==> src/dram_pm_pkg.sv <==
package dram_pm_pkg;

   // ---------------------------------------------------------------
   // Clock and timing
   // ---------------------------------------------------------------
   localparam int CLK_PERIOD_PS = 40000;

   localparam int ACT_GAP_NS = 10;
   localparam int PRE_GAP_NS = 10;
   localparam int REF_GAP_NS = 10;
   localparam int MRS_GAP_NS = 20;
   localparam int READ_DONE_NS = 200;
   localparam int WRITE_DONE_NS = 300;
   localparam int CMD_DISABLE_NS = 20;
   localparam int MODE_UPDATE_NS = 40;
   localparam int PD_EXIT_NS = 20;
   localparam int SR_EXIT_NS = 400;
   localparam int PULSE_MIN_NS = 20;
   localparam int PD_MAX_NS = 9000;
   localparam int SUPPLY_WAIT_NS = 100;
   localparam int SUPPLY_OFF_MIN_NS = 1000;
   localparam int HIB_LOW_NS = 100;
   localparam int PLL_LOCK_NS = 80000;
   localparam int HIB_EXIT_NS = 500000;
   localparam int HIB_HOLD_NS = 200000;

   // Least times round up, longest times round down, never below one cycle
   function automatic int cyc_min(input int ns);
      int c;
      c = (ns * 1000 + CLK_PERIOD_PS - 1) / CLK_PERIOD_PS;
      return (c < 1) ? 1 : c;
   endfunction

   function automatic int cyc_max(input int ns);
      int c;
      c = (ns * 1000) / CLK_PERIOD_PS;
      return (c < 1) ? 1 : c;
   endfunction

   localparam int ACT_GAP_CYC = cyc_min(ACT_GAP_NS);
   localparam int PRE_GAP_CYC = cyc_min(PRE_GAP_NS);
   localparam int REF_GAP_CYC = cyc_min(REF_GAP_NS);
   localparam int MRS_GAP_CYC = cyc_min(MRS_GAP_NS);
   localparam int READ_DONE_CYC = cyc_min(READ_DONE_NS);
   localparam int WRITE_DONE_CYC = cyc_min(WRITE_DONE_NS);
   localparam int CMD_DISABLE_CYC = cyc_min(CMD_DISABLE_NS);
   localparam int MODE_UPDATE_CYC = cyc_min(MODE_UPDATE_NS);
   localparam int PD_EXIT_CYC = cyc_min(PD_EXIT_NS);
   localparam int SR_EXIT_CYC = cyc_min(SR_EXIT_NS);
   localparam int PULSE_MIN_CYC = cyc_min(PULSE_MIN_NS);
   localparam int PD_MAX_CYC = cyc_max(PD_MAX_NS);
   localparam int SUPPLY_WAIT_CYC = cyc_min(SUPPLY_WAIT_NS);
   localparam int SUPPLY_OFF_MIN_CYC = cyc_min(SUPPLY_OFF_MIN_NS);
   localparam int HIB_LOW_CYC = cyc_min(HIB_LOW_NS);
   localparam int PLL_LOCK_CYC = cyc_min(PLL_LOCK_NS);
   localparam int HIB_EXIT_CYC = cyc_min(HIB_EXIT_NS);
   localparam int HIB_HOLD_CYC = cyc_min(HIB_HOLD_NS);

   // ---------------------------------------------------------------
   // Register map (byte offsets) and fields
   // ---------------------------------------------------------------
   localparam logic [11:0] OP_OFFSET = 12'h000;
   localparam logic [11:0] ARG_OFFSET = 12'h004;
   localparam logic [11:0] CFG_OFFSET = 12'h008;
   localparam logic [11:0] STATUS_OFFSET = 12'h00C;
   localparam logic [15:0] ARG_RESET = 16'h0000;
   localparam logic [3:0] CFG_RESET = 4'h0;
   localparam int CFG_LOW_POWER_BIT = 0;
   localparam int CFG_PLL_OFF_BIT = 1;
   localparam int CFG_CHAN_LSB = 2;
   localparam int STATUS_BUSY_BIT = 16;
   localparam int STATUS_ERR_BIT = 17;
   localparam int STATUS_SUPPLY_BIT = 18;

   // Mode register writes: address in arg[15:12], operand in arg[11:0]
   localparam logic [15:0] MR7_HIBERNATE_ARG = 16'h7002;
   localparam logic [15:0] MODE_REGISTER_TWELVE_SUPPLY_OFF_ARG = 16'hC001;
   localparam logic [1:0] BOTH_CHANNELS = 2'h3;

   // ---------------------------------------------------------------
   // Types
   // ---------------------------------------------------------------
   typedef enum logic [3:0] {
      OP_NONE = 4'h0,
      OP_ACTIVATE = 4'h1,
      OP_PRECHARGE = 4'h2,
      OP_REFRESH = 4'h3,
      OP_MODE_WRITE = 4'h4,
      OP_READ = 4'h5,
      OP_WRITE = 4'h6,
      OP_PD_ENTER = 4'h7,
      OP_PD_EXIT = 4'h8,
      OP_HIB_OFF_ENTER = 4'h9,
      OP_HIB_OFF_EXIT = 4'hA
   } op_t;

   typedef enum logic [2:0] {
      CMD_NOP = 3'h0,
      CMD_ACTIVATE = 3'h1,
      CMD_PRECHARGE = 3'h2,
      CMD_REFRESH_ALL = 3'h3,
      CMD_MODE_WRITE = 3'h4,
      CMD_READ = 3'h5,
      CMD_WRITE = 3'h6,
      CMD_TRAIN = 3'h7
   } cmd_t;

   typedef struct packed {
      cmd_t cmd;
      logic [1:0] chan;
      logic [15:0] arg;
   } dev_cmd_t;

   typedef enum logic [15:0] {
      ST_IDLE = 16'h0001,
      ST_GAP = 16'h0002,
      ST_PD_NOP = 16'h0004,
      ST_PD = 16'h0008,
      ST_PD_EXIT = 16'h0010,
      ST_TRAIN = 16'h0020,
      ST_HIB_MR7 = 16'h0040,
      ST_HIB_MODE_REGISTER_TWELVE = 16'h0080,
      ST_SRE_NOP = 16'h0100,
      ST_VOFF = 16'h0200,
      ST_OFF = 16'h0400,
      ST_SUPPLY_ON = 16'h0800,
      ST_HEX = 16'h1000,
      ST_HIB_LOW = 16'h2000,
      ST_HIB_HOLD = 16'h4000,
      ST_SR_EXIT = 16'h8000
   } state_t;

endpackage

==> src/dram_power_host.sv <==
// Notes on behaviour
// Supply-off request bit clears itself; set it by mode write before every entry.
// Device reports supply-off hibernate support in bit 15 of first vendor word.
// Write supply-off and hibernate bits on both channels, then wait mode update.
// After self refresh entry only no-ops for command disable delay.
// Device returns to ordinary hibernate once supply is stable at 0.9 core.
// Clock-enable high within receiver delay of stable supply, held through hibernate exit.
// Leave hibernate only after hibernate exit delay, then normal exit procedure.
// Clock-enable stays low from read or write until that burst completes.
// Read done when data and CRC left; write done when stored, CRC returned.
// Clock-enable stays low for each command type's own gap after the command.
// Device enters precharge or active power-down when clock-enable sampled high after low.
// Power-down disables buffers; low-power option also disables data clock and error pin.
// Low-power option clear: data clocks keep running in power-down.
// In power-down keep clock-enable high, command clock stable, reset released.
// Exit power-down with clock-enable low plus no-op, then wait exit delay.
// If PLL was off, train and wait lock time after power-down exit.
// After power-down entry only no-ops for command disable delay.
// Every clock-enable high or low pulse lasts at least the minimum width.
// Device ignores commands while clock-enable is high on two edges.
// Rising clock-enable with refresh-all while idle enters self refresh.
// Unlisted clock-enable transitions and pairings are illegal.
// After self refresh exit only no-ops during self refresh exit delay.
// Power-down residency is limited to the maximum duration.
// Hibernate request bit clears itself; set it before each hibernate entry.
// Device tracks each channel's power state separately.
//
// Chosen here: the register addresses and the APB register port.
`timescale 1ns/1ps
module dram_power_host #(
   parameter int HIB_EXIT_CYC = dram_pm_pkg::HIB_EXIT_CYC,
   parameter int HIB_HOLD_CYC = dram_pm_pkg::HIB_HOLD_CYC
) (
   input wire logic pclk,
   input wire logic presetn,
   input wire logic psel,
   input wire logic penable,
   input wire logic pwrite,
   input wire logic [11:0] paddr,
   input wire logic [31:0] pwdata,
   output logic [31:0] prdata,
   output logic pready,
   output logic pslverr,
   input wire logic io_supply_stable,
   output logic cke_n,
   output dram_pm_pkg::dev_cmd_t dev_cmd,
   output logic data_clock_en,
   output logic pll_en,
   output logic io_supply_en
);

   localparam int TW = 16;

   // ---------------------------------------------------------------
   // Declarations
   // ---------------------------------------------------------------
   dram_pm_pkg::state_t state_q;
   dram_pm_pkg::op_t op_q;
   dram_pm_pkg::dev_cmd_t cmd_q;
   logic [TW-1:0] timer_q;
   logic [TW-1:0] pulse_q;
   logic cke_n_q;
   logic data_clock_en_q;
   logic pll_en_q;
   logic io_supply_en_q;
   logic [15:0] arg_q;
   logic [3:0] cfg_q;
   logic err_q;
   logic [31:0] prdata_q;
   logic pready_q;
   logic pslverr_q;
   logic stable_meta_q;
   logic stable_q;
   logic wr_en;
   logic op_go;
   logic op_ok;
   logic pulse_ok;
   logic timer_done;
   logic busy;
   logic addr_hit;
   dram_pm_pkg::op_t op_in;

   assign prdata = prdata_q;
   assign pready = pready_q;
   assign pslverr = pslverr_q;
   assign cke_n = cke_n_q;
   assign dev_cmd = cmd_q;
   assign data_clock_en = data_clock_en_q;
   assign pll_en = pll_en_q;
   assign io_supply_en = io_supply_en_q;

   // ---------------------------------------------------------------
   // Supply-stable pin synchroniser
   // ---------------------------------------------------------------
   always_ff @(posedge pclk or negedge presetn) begin
      if (!presetn) begin
         stable_meta_q <= 1'b0;
         stable_q <= 1'b0;
      end else begin
         stable_meta_q <= io_supply_stable;
         stable_q <= stable_meta_q;
      end
   end

   // ---------------------------------------------------------------
   // APB slave
   // ---------------------------------------------------------------
   // Zero wait: answer latched in the setup cycle
   // so every bus output comes from a flip-flop
   assign wr_en = psel && penable && pready_q && pwrite && !pslverr_q;
   assign addr_hit = (paddr == dram_pm_pkg::OP_OFFSET) || (paddr == dram_pm_pkg::ARG_OFFSET) ||
                     (paddr == dram_pm_pkg::CFG_OFFSET) || (paddr == dram_pm_pkg::STATUS_OFFSET);
   assign op_in = dram_pm_pkg::op_t'(pwdata[3:0]);
   assign op_go = wr_en && (paddr == dram_pm_pkg::OP_OFFSET);
   assign timer_done = (timer_q == '0);
   assign pulse_ok = (pulse_q >= TW'(dram_pm_pkg::PULSE_MIN_CYC));
   assign busy = !((state_q == dram_pm_pkg::ST_IDLE) && pulse_ok);

   always_comb begin
      case (state_q)
         dram_pm_pkg::ST_IDLE: op_ok = pulse_ok && (op_in != dram_pm_pkg::OP_NONE) &&
                                       (op_in != dram_pm_pkg::OP_PD_EXIT) &&
                                       (op_in != dram_pm_pkg::OP_HIB_OFF_EXIT);
         dram_pm_pkg::ST_PD: op_ok = (op_in == dram_pm_pkg::OP_PD_EXIT);
         dram_pm_pkg::ST_OFF: op_ok = timer_done && (op_in == dram_pm_pkg::OP_HIB_OFF_EXIT);
         default: op_ok = 1'b0;
      endcase
   end

   always_ff @(posedge pclk or negedge presetn) begin
      if (!presetn) begin
         pready_q <= 1'b0;
         pslverr_q <= 1'b0;
         prdata_q <= 32'h0000_0000;
      end else begin
         pready_q <= psel && !penable;
         pslverr_q <= psel && !penable && !addr_hit;
         if (psel && !penable) begin
            case (paddr)
               dram_pm_pkg::OP_OFFSET: prdata_q <= {28'h0000000, op_q};
               dram_pm_pkg::ARG_OFFSET: prdata_q <= {16'h0000, arg_q};
               dram_pm_pkg::CFG_OFFSET: prdata_q <= {28'h0000000, cfg_q};
               dram_pm_pkg::STATUS_OFFSET: prdata_q <= {13'h0000, stable_q, err_q, busy, state_q};
               default: prdata_q <= 32'h0000_0000;
            endcase
         end
      end
   end

   always_ff @(posedge pclk or negedge presetn) begin
      if (!presetn) begin
         arg_q <= dram_pm_pkg::ARG_RESET;
         cfg_q <= dram_pm_pkg::CFG_RESET;
      end else if (wr_en) begin
         if (paddr == dram_pm_pkg::ARG_OFFSET) begin
            arg_q <= pwdata[15:0];
         end
         if (paddr == dram_pm_pkg::CFG_OFFSET) begin
            cfg_q <= pwdata[3:0];
         end
      end
   end

   // Refused orders set a sticky error; a new refusal beats the clear
   always_ff @(posedge pclk or negedge presetn) begin
      if (!presetn) begin
         err_q <= 1'b0;
      end else if (op_go && !op_ok) begin
         err_q <= 1'b1;
      end else if (wr_en && (paddr == dram_pm_pkg::STATUS_OFFSET) && pwdata[dram_pm_pkg::STATUS_ERR_BIT]) begin
         err_q <= 1'b0;
      end
   end

   // ---------------------------------------------------------------
   // Power-state sequencer
   // ---------------------------------------------------------------
   always_ff @(posedge pclk or negedge presetn) begin
      if (!presetn) begin
         state_q <= dram_pm_pkg::ST_IDLE;
         op_q <= dram_pm_pkg::OP_NONE;
         cmd_q <= '0;
         timer_q <= '0;
         pulse_q <= '0;
         cke_n_q <= 1'b0;
         data_clock_en_q <= 1'b1;
         pll_en_q <= 1'b1;
         io_supply_en_q <= 1'b1;
      end else begin
         // No-op unless a state issues a command
         cmd_q.cmd <= dram_pm_pkg::CMD_NOP;
         if (!timer_done) begin
            timer_q <= timer_q - 1'b1;
         end
         if (!pulse_ok) begin
            pulse_q <= pulse_q + 1'b1;
         end
         if (op_go && op_ok) begin
            op_q <= op_in;
         end
         case (state_q)
            dram_pm_pkg::ST_IDLE: begin
               if (op_go && op_ok) begin
                  cmd_q.chan <= cfg_q[dram_pm_pkg::CFG_CHAN_LSB +: 2];
                  cmd_q.arg <= arg_q;
                  state_q <= dram_pm_pkg::ST_GAP;
                  case (op_in)
                     dram_pm_pkg::OP_ACTIVATE: begin
                        cmd_q.cmd <= dram_pm_pkg::CMD_ACTIVATE;
                        timer_q <= TW'(dram_pm_pkg::ACT_GAP_CYC);
                     end
                     dram_pm_pkg::OP_PRECHARGE: begin
                        cmd_q.cmd <= dram_pm_pkg::CMD_PRECHARGE;
                        timer_q <= TW'(dram_pm_pkg::PRE_GAP_CYC);
                     end
                     dram_pm_pkg::OP_REFRESH: begin
                        cmd_q.cmd <= dram_pm_pkg::CMD_REFRESH_ALL;
                        timer_q <= TW'(dram_pm_pkg::REF_GAP_CYC);
                     end
                     dram_pm_pkg::OP_MODE_WRITE: begin
                        cmd_q.cmd <= dram_pm_pkg::CMD_MODE_WRITE;
                        timer_q <= TW'(dram_pm_pkg::MRS_GAP_CYC);
                     end
                     dram_pm_pkg::OP_READ: begin
                        cmd_q.cmd <= dram_pm_pkg::CMD_READ;
                        timer_q <= TW'(dram_pm_pkg::READ_DONE_CYC);
                     end
                     dram_pm_pkg::OP_WRITE: begin
                        cmd_q.cmd <= dram_pm_pkg::CMD_WRITE;
                        timer_q <= TW'(dram_pm_pkg::WRITE_DONE_CYC);
                     end
                     dram_pm_pkg::OP_PD_ENTER: begin
                        // Rising clock-enable with a no-op enters power-down
                        cke_n_q <= 1'b1;
                        pulse_q <= '0;
                        timer_q <= TW'(dram_pm_pkg::CMD_DISABLE_CYC);
                        state_q <= dram_pm_pkg::ST_PD_NOP;
                        if (cfg_q[dram_pm_pkg::CFG_LOW_POWER_BIT]) begin
                           data_clock_en_q <= 1'b0;
                        end
                        if (cfg_q[dram_pm_pkg::CFG_PLL_OFF_BIT]) begin
                           pll_en_q <= 1'b0;
                        end
                     end
                     default: begin
                        // Hibernate request first, supply-off request next
                        cmd_q.cmd <= dram_pm_pkg::CMD_MODE_WRITE;
                        cmd_q.chan <= dram_pm_pkg::BOTH_CHANNELS;
                        cmd_q.arg <= dram_pm_pkg::MR7_HIBERNATE_ARG;
                        timer_q <= TW'(dram_pm_pkg::MODE_UPDATE_CYC);
                        state_q <= dram_pm_pkg::ST_HIB_MR7;
                     end
                  endcase
               end
            end
            dram_pm_pkg::ST_GAP: begin
               if (timer_done) begin
                  state_q <= dram_pm_pkg::ST_IDLE;
               end
            end
            dram_pm_pkg::ST_PD_NOP: begin
               if (timer_done) begin
                  timer_q <= TW'(dram_pm_pkg::PD_MAX_CYC);
                  state_q <= dram_pm_pkg::ST_PD;
               end
            end
            dram_pm_pkg::ST_PD: begin
               // Clock-enable held high here; timeout forces the exit
               if ((timer_done || (op_go && op_ok)) && pulse_ok) begin
                  cke_n_q <= 1'b0;
                  pulse_q <= '0;
                  timer_q <= TW'(dram_pm_pkg::PD_EXIT_CYC);
                  data_clock_en_q <= 1'b1;
                  state_q <= dram_pm_pkg::ST_PD_EXIT;
               end
            end
            dram_pm_pkg::ST_PD_EXIT: begin
               if (timer_done) begin
                  if (!pll_en_q) begin
                     pll_en_q <= 1'b1;
                     cmd_q.cmd <= dram_pm_pkg::CMD_TRAIN;
                     timer_q <= TW'(dram_pm_pkg::PLL_LOCK_CYC);
                     state_q <= dram_pm_pkg::ST_TRAIN;
                  end else begin
                     state_q <= dram_pm_pkg::ST_IDLE;
                  end
               end
            end
            dram_pm_pkg::ST_TRAIN: begin
               if (timer_done) begin
                  state_q <= dram_pm_pkg::ST_IDLE;
               end
            end
            dram_pm_pkg::ST_HIB_MR7: begin
               if (timer_done) begin
                  cmd_q.cmd <= dram_pm_pkg::CMD_MODE_WRITE;
                  cmd_q.arg <= dram_pm_pkg::MODE_REGISTER_TWELVE_SUPPLY_OFF_ARG;
                  timer_q <= TW'(dram_pm_pkg::MODE_UPDATE_CYC);
                  state_q <= dram_pm_pkg::ST_HIB_MODE_REGISTER_TWELVE;
               end
            end
            dram_pm_pkg::ST_HIB_MODE_REGISTER_TWELVE: begin
               if (timer_done && pulse_ok) begin
                  cke_n_q <= 1'b1;
                  pulse_q <= '0;
                  cmd_q.cmd <= dram_pm_pkg::CMD_REFRESH_ALL;
                  timer_q <= TW'(dram_pm_pkg::CMD_DISABLE_CYC);
                  state_q <= dram_pm_pkg::ST_SRE_NOP;
               end
            end
            dram_pm_pkg::ST_SRE_NOP: begin
               if (timer_done) begin
                  timer_q <= TW'(dram_pm_pkg::SUPPLY_WAIT_CYC);
                  state_q <= dram_pm_pkg::ST_VOFF;
               end
            end
            dram_pm_pkg::ST_VOFF: begin
               if (timer_done) begin
                  io_supply_en_q <= 1'b0;
                  data_clock_en_q <= 1'b0;
                  timer_q <= TW'(dram_pm_pkg::SUPPLY_OFF_MIN_CYC);
                  state_q <= dram_pm_pkg::ST_OFF;
               end
            end
            dram_pm_pkg::ST_OFF: begin
               if (op_go && op_ok) begin
                  io_supply_en_q <= 1'b1;
                  state_q <= dram_pm_pkg::ST_SUPPLY_ON;
               end
            end
            dram_pm_pkg::ST_SUPPLY_ON: begin
               // Clock-enable stays high, so the receiver delay is met
               if (stable_q) begin
                  timer_q <= TW'(HIB_EXIT_CYC);
                  state_q <= dram_pm_pkg::ST_HEX;
               end
            end
            dram_pm_pkg::ST_HEX: begin
               if (timer_done) begin
                  cke_n_q <= 1'b0;
                  pulse_q <= '0;
                  timer_q <= TW'(dram_pm_pkg::HIB_LOW_CYC);
                  state_q <= dram_pm_pkg::ST_HIB_LOW;
               end
            end
            dram_pm_pkg::ST_HIB_LOW: begin
               if (timer_done && pulse_ok) begin
                  cke_n_q <= 1'b1;
                  pulse_q <= '0;
                  timer_q <= TW'(HIB_HOLD_CYC);
                  state_q <= dram_pm_pkg::ST_HIB_HOLD;
               end
            end
            dram_pm_pkg::ST_HIB_HOLD: begin
               if (timer_done && pulse_ok) begin
                  cke_n_q <= 1'b0;
                  pulse_q <= '0;
                  data_clock_en_q <= 1'b1;
                  timer_q <= TW'(dram_pm_pkg::SR_EXIT_CYC);
                  state_q <= dram_pm_pkg::ST_SR_EXIT;
               end
            end
            dram_pm_pkg::ST_SR_EXIT: begin
               if (timer_done) begin
                  state_q <= dram_pm_pkg::ST_IDLE;
               end
            end
            default: begin
               state_q <= dram_pm_pkg::ST_IDLE;
            end
         endcase
      end
   end

endmodule

==> config.mk <==
export PLATFORM = sky130hd
export DESIGN_NAME = dram_power_host
export DESIGN_NICKNAME = d
export VERILOG_FILES = /design/src/dram_pm_pkg.sv /design/src/dram_power_host.sv
export SDC_FILE = /design/constraint.sdc
export NUM_CORES = 1
export LEC_CHECK = 0
export BUFFER_PORTS_ARGS = -buffer_cell sky130_fd_sc_hd__clkbuf_2
export CORE_MARGIN = 2
export CORE_UTILIZATION = 45
export DETAILED_ROUTE_END_ITERATION = 7
export PLACE_DENSITY_LB_ADDON = 0.3
export RECOVER_POWER = 100
export SLEW_MARGIN = 30
export SYNTH_ARGS = -nofsm -noshare
export SYNTH_HDL_FRONTEND = slang
export SYNTH_SLANG_ARGS = --single-unit
==> constraint.sdc <==
create_clock -name pclk -period 4.4 [get_ports pclk]
set_clock_uncertainty 0.15 [all_clocks]
set_input_delay 0.22 -clock pclk [delete_from_list [all_inputs] [get_ports pclk]]
set_output_delay 0.22 -clock pclk [all_outputs]
set_load 0.005 [all_outputs]
==> results.md <==
* Critical path arrival at 4.17 ns
* Setup WS post-layout at 0.3846 ns
* # rows at 44
* Mux cell area share after synthesis at 0.06878
* Outcome: finished with violations
* Switching power total at 1471 µW
* Drt pass-1 iters at 5
* Post-Synth Adder-Cell Area at 0.009526
* Sw frac at 0.3523
* Root buffer cell: clkbuf_16
* Initial antenna violation count at 0
* Vias in the first global route at 5904
* R2R Setup Slk at 0.38 ns
* Fin. Hold Viols at 0
* Clock sink total at 121
* Die H at 124.8 µm
* Clk slew on worst S/H paths at 0.06 ns
* Cell variety after synth at 69
* Post-synth top flop: dfrtp_1
* Yosys warnings at 0
* Placed Instance Area at 7134 µm²
* Crit start category: flip-flop
* Synthesized area at 6568 µm²
* Asr flop ratio synth at 1.000
* CTS H-Tree Depth at 4
* Antenna cells at 0
* Compound-Gate Fraction of Synth Area at 0.1381
* CP Capture Type: flip-flop
* Slew Limit Fails at 72
* Clock buffer count from CTS at 17
* Clk_lat worst skew at 0.43 ns
* Hold_ws at 0.03768 ns
* Layout cells sized above 1 at 0.2075
* Maximum VDD drop at 292.1 µV
* Top-area cell type share of the netlist area at 0.4458
* Main combinational cell family by area after synthesis: simple AND/OR/NAND/NOR gates
* Die Wd at 124.8 µm
* DIE AREA at 15580 µm²
* DRC Markers at 0
* Worst-Margin Slew at 3.119 ns
* Multi-input logic area at 3202 µm²
* Core area at 14370 µm²
* DP Worst Slack at 0.5192 ns
* Dpl hpwl at 13200 µm
* Cell Pwr Density at 532.3 nW/µm²
* Post-synth top area cell: dfrtp_1
* Count leader, synth: dfrtp_1
* Clock Tree Buf Depth at 2
* Hold_buf cts at 15
* Synth Register Bits at 121
* Int Power at 2704 µW
* Final worst path period need at 4.015 ns
* Max-slew headroom at -1.079
* Synth area leaders: dfrtp_1 45%, nand2_1 5.4%, mux2_2 5.0%
* Period utilization at 0.9126
* First-pass GRT wire length at 30730 µm
* Initial DRC Count at 575
* Layout Nets at 837
* Routability congestion estimate at 0.9181
* Finished Cell Area at 7844 µm²
* RSZ-0062 raised after global routing: no
* Clock power share at 0.359
* Post-synth EDFFs at 0
* Post-CTS setup buffer count at 0
* Port bufs at 80
* DR vias/cell at 5.969
* Top cells by count, synth: 117 x dfrtp_1, 94 x nand2_1, 49 x nor2_1
* Total leakage power at 0.003710 µW
* Failing checks: capacitance limit, slew limit
* Hold Path Class: in -> reg
* Sequential-to-total area share from yosys stat at 0.4618
* Maximum capacitance violations at 1
* Largest net degree at the start of global routing at 72
* Routed Antenna Nets at 0
* Routed WL per cell at 19.19 µm
* Max FO, Critical Path at 17
* Crit Path Category: reg -> reg
* Via count at 5844
* Post-cts resize count at 0
* Gr usage total at 0.2468
* Storage element area at 3033 µm²
* Setup TNS at 0 ns
* Sequential share of power at 0.318
* Fill count at 1274
* XOR/XNOR share of the synthesized area at 0.01734
* Area grow syn2layout at 19.43%
* CTS tree: built
* Total gr overflow at 0
* Syn Inst Count at 687
* IO Count at 109
* Simple-gate share of the synthesized area at 0.2511
* WL final at 18790 µm
* Fmax at 249.0 MHz
* # setup viols final at 0
* Initial Utilization at 0.4571
* Total power at 4175 µW
* Worst endpoint required time at 4.55 ns
* Syn Area/Cell at 9.560 µm²
* Logic pwr share at 0.323
## per-layer routing
layer,global-route usage,vias up,part of all wire
met4,0.09584,0,0.027
met3,0.05412,50,0.066
li1,-,2666,-
met1,0.3171,2878,0.42
met5,0,-,0
met2,0.4076,250,0.49
## metrics by stage
step,util,instances
final,0.5459,979
after global routing,0.5459,979
after CTS,0.5513,979
after detailed placement,0.4965,932
after global placement,0.4965,932
after floorplan,-,699
## final cells by class
type / instances / share of cell area
clock buffer: 18 / 0.05599
clock inverter: 14 / 0.02520
sequential: 121 / 0.3867
timing repair buffer: 120 / 0.08933
inverter: 11 / 0.005264
multi-input combinational: 511 / 0.4082
tap: 184 / 0.02935
## flip-flops by register name, summed over array words and instances (netlist names), 4 cells and up
| name | flops |
|---|---|
| arg_q | 16 |
| op_q | 4 |
| prdata | 19 |
| timer_q | 16 |
| cfg_q | 4 |
| state_q | 16 |
| dev_cmd | 21 |
| pulse_q | 16 |
## cell families (layout without fill, tap and decap cells)
group | Yosys count | in the layout
AND/OR/NAND/NOR | 306 | 306
AO/OA/AOI/OAI | 138 | 138
flip-flops | 121 | 121
buffers and inverters | 67 | 163
multiplexers | 36 | 36
XOR/XNOR | 13 | 13
adder cells (fa/ha/maj) | 5 | 5
other | 1 | 13
## worst max-delay path, stage by stage (launching register included)
cell and delay [ns]:
dfrtp_1 0.41, inv_1 0.09, ha_1 0.20, nor3b_1 0.38, nand4_1 0.43, nor2_1 0.65, clkbuf_1 0.37, a21oi_1 0.08
or4_1 0.75, mux2_1 0.39
## power groups by stage
stage	registers, µW	clock network [µW]	logic [µW]
after floorplan	1290	0	1010
after global placement	1330	0	1330
after detailed placement	1340	0	1350
after CTS	1320	1510	1370
after global routing	1340	1570	1490
final	1330	1500	1350
## cell usage in the layout, fill, tap and decap left out, types with 9 or more instances in the layout
cell and count:
or4_1 10, nand4_1 15, a21oi_1 34, nor4_1 13
and2_0 16, clkbuf_2 61, nor2_1 49, nor4b_1 12
dfrtp_1 117, a22oi_1 14, buf_4 20, nor3_1 26
clkbuf_1 23, clkbuf_16 17, nand2_1 94, conb_1 13
dlygate4sd3_1 15, inv_1 9, o21ai_0 41, mux2_2 28
nand3_1 19
## final timing paths
kind	from	end	cells past startpoint
worst max-delay path	timer_q[0]$_DFF_PN0_	cke_n$_DFFE_PN0P_	9
worst min-delay path	pwdata[0]	dev_cmd[18]$_DFF_PN0_	3
worst max register to register	timer_q[0]$_DFF_PN0_	cke_n$_DFFE_PN0P_	9
worst min register to register	stable_meta_q$_DFF_PN0_	stable_q$_DFF_PN0_	0
max in group asynchronous	presetn	state_q[5]$_DFFE_PN0P_	3
min in group asynchronous	presetn	arg_q[8]$_DFFE_PN0P_	2
Power figures use the tool's default switching activity.
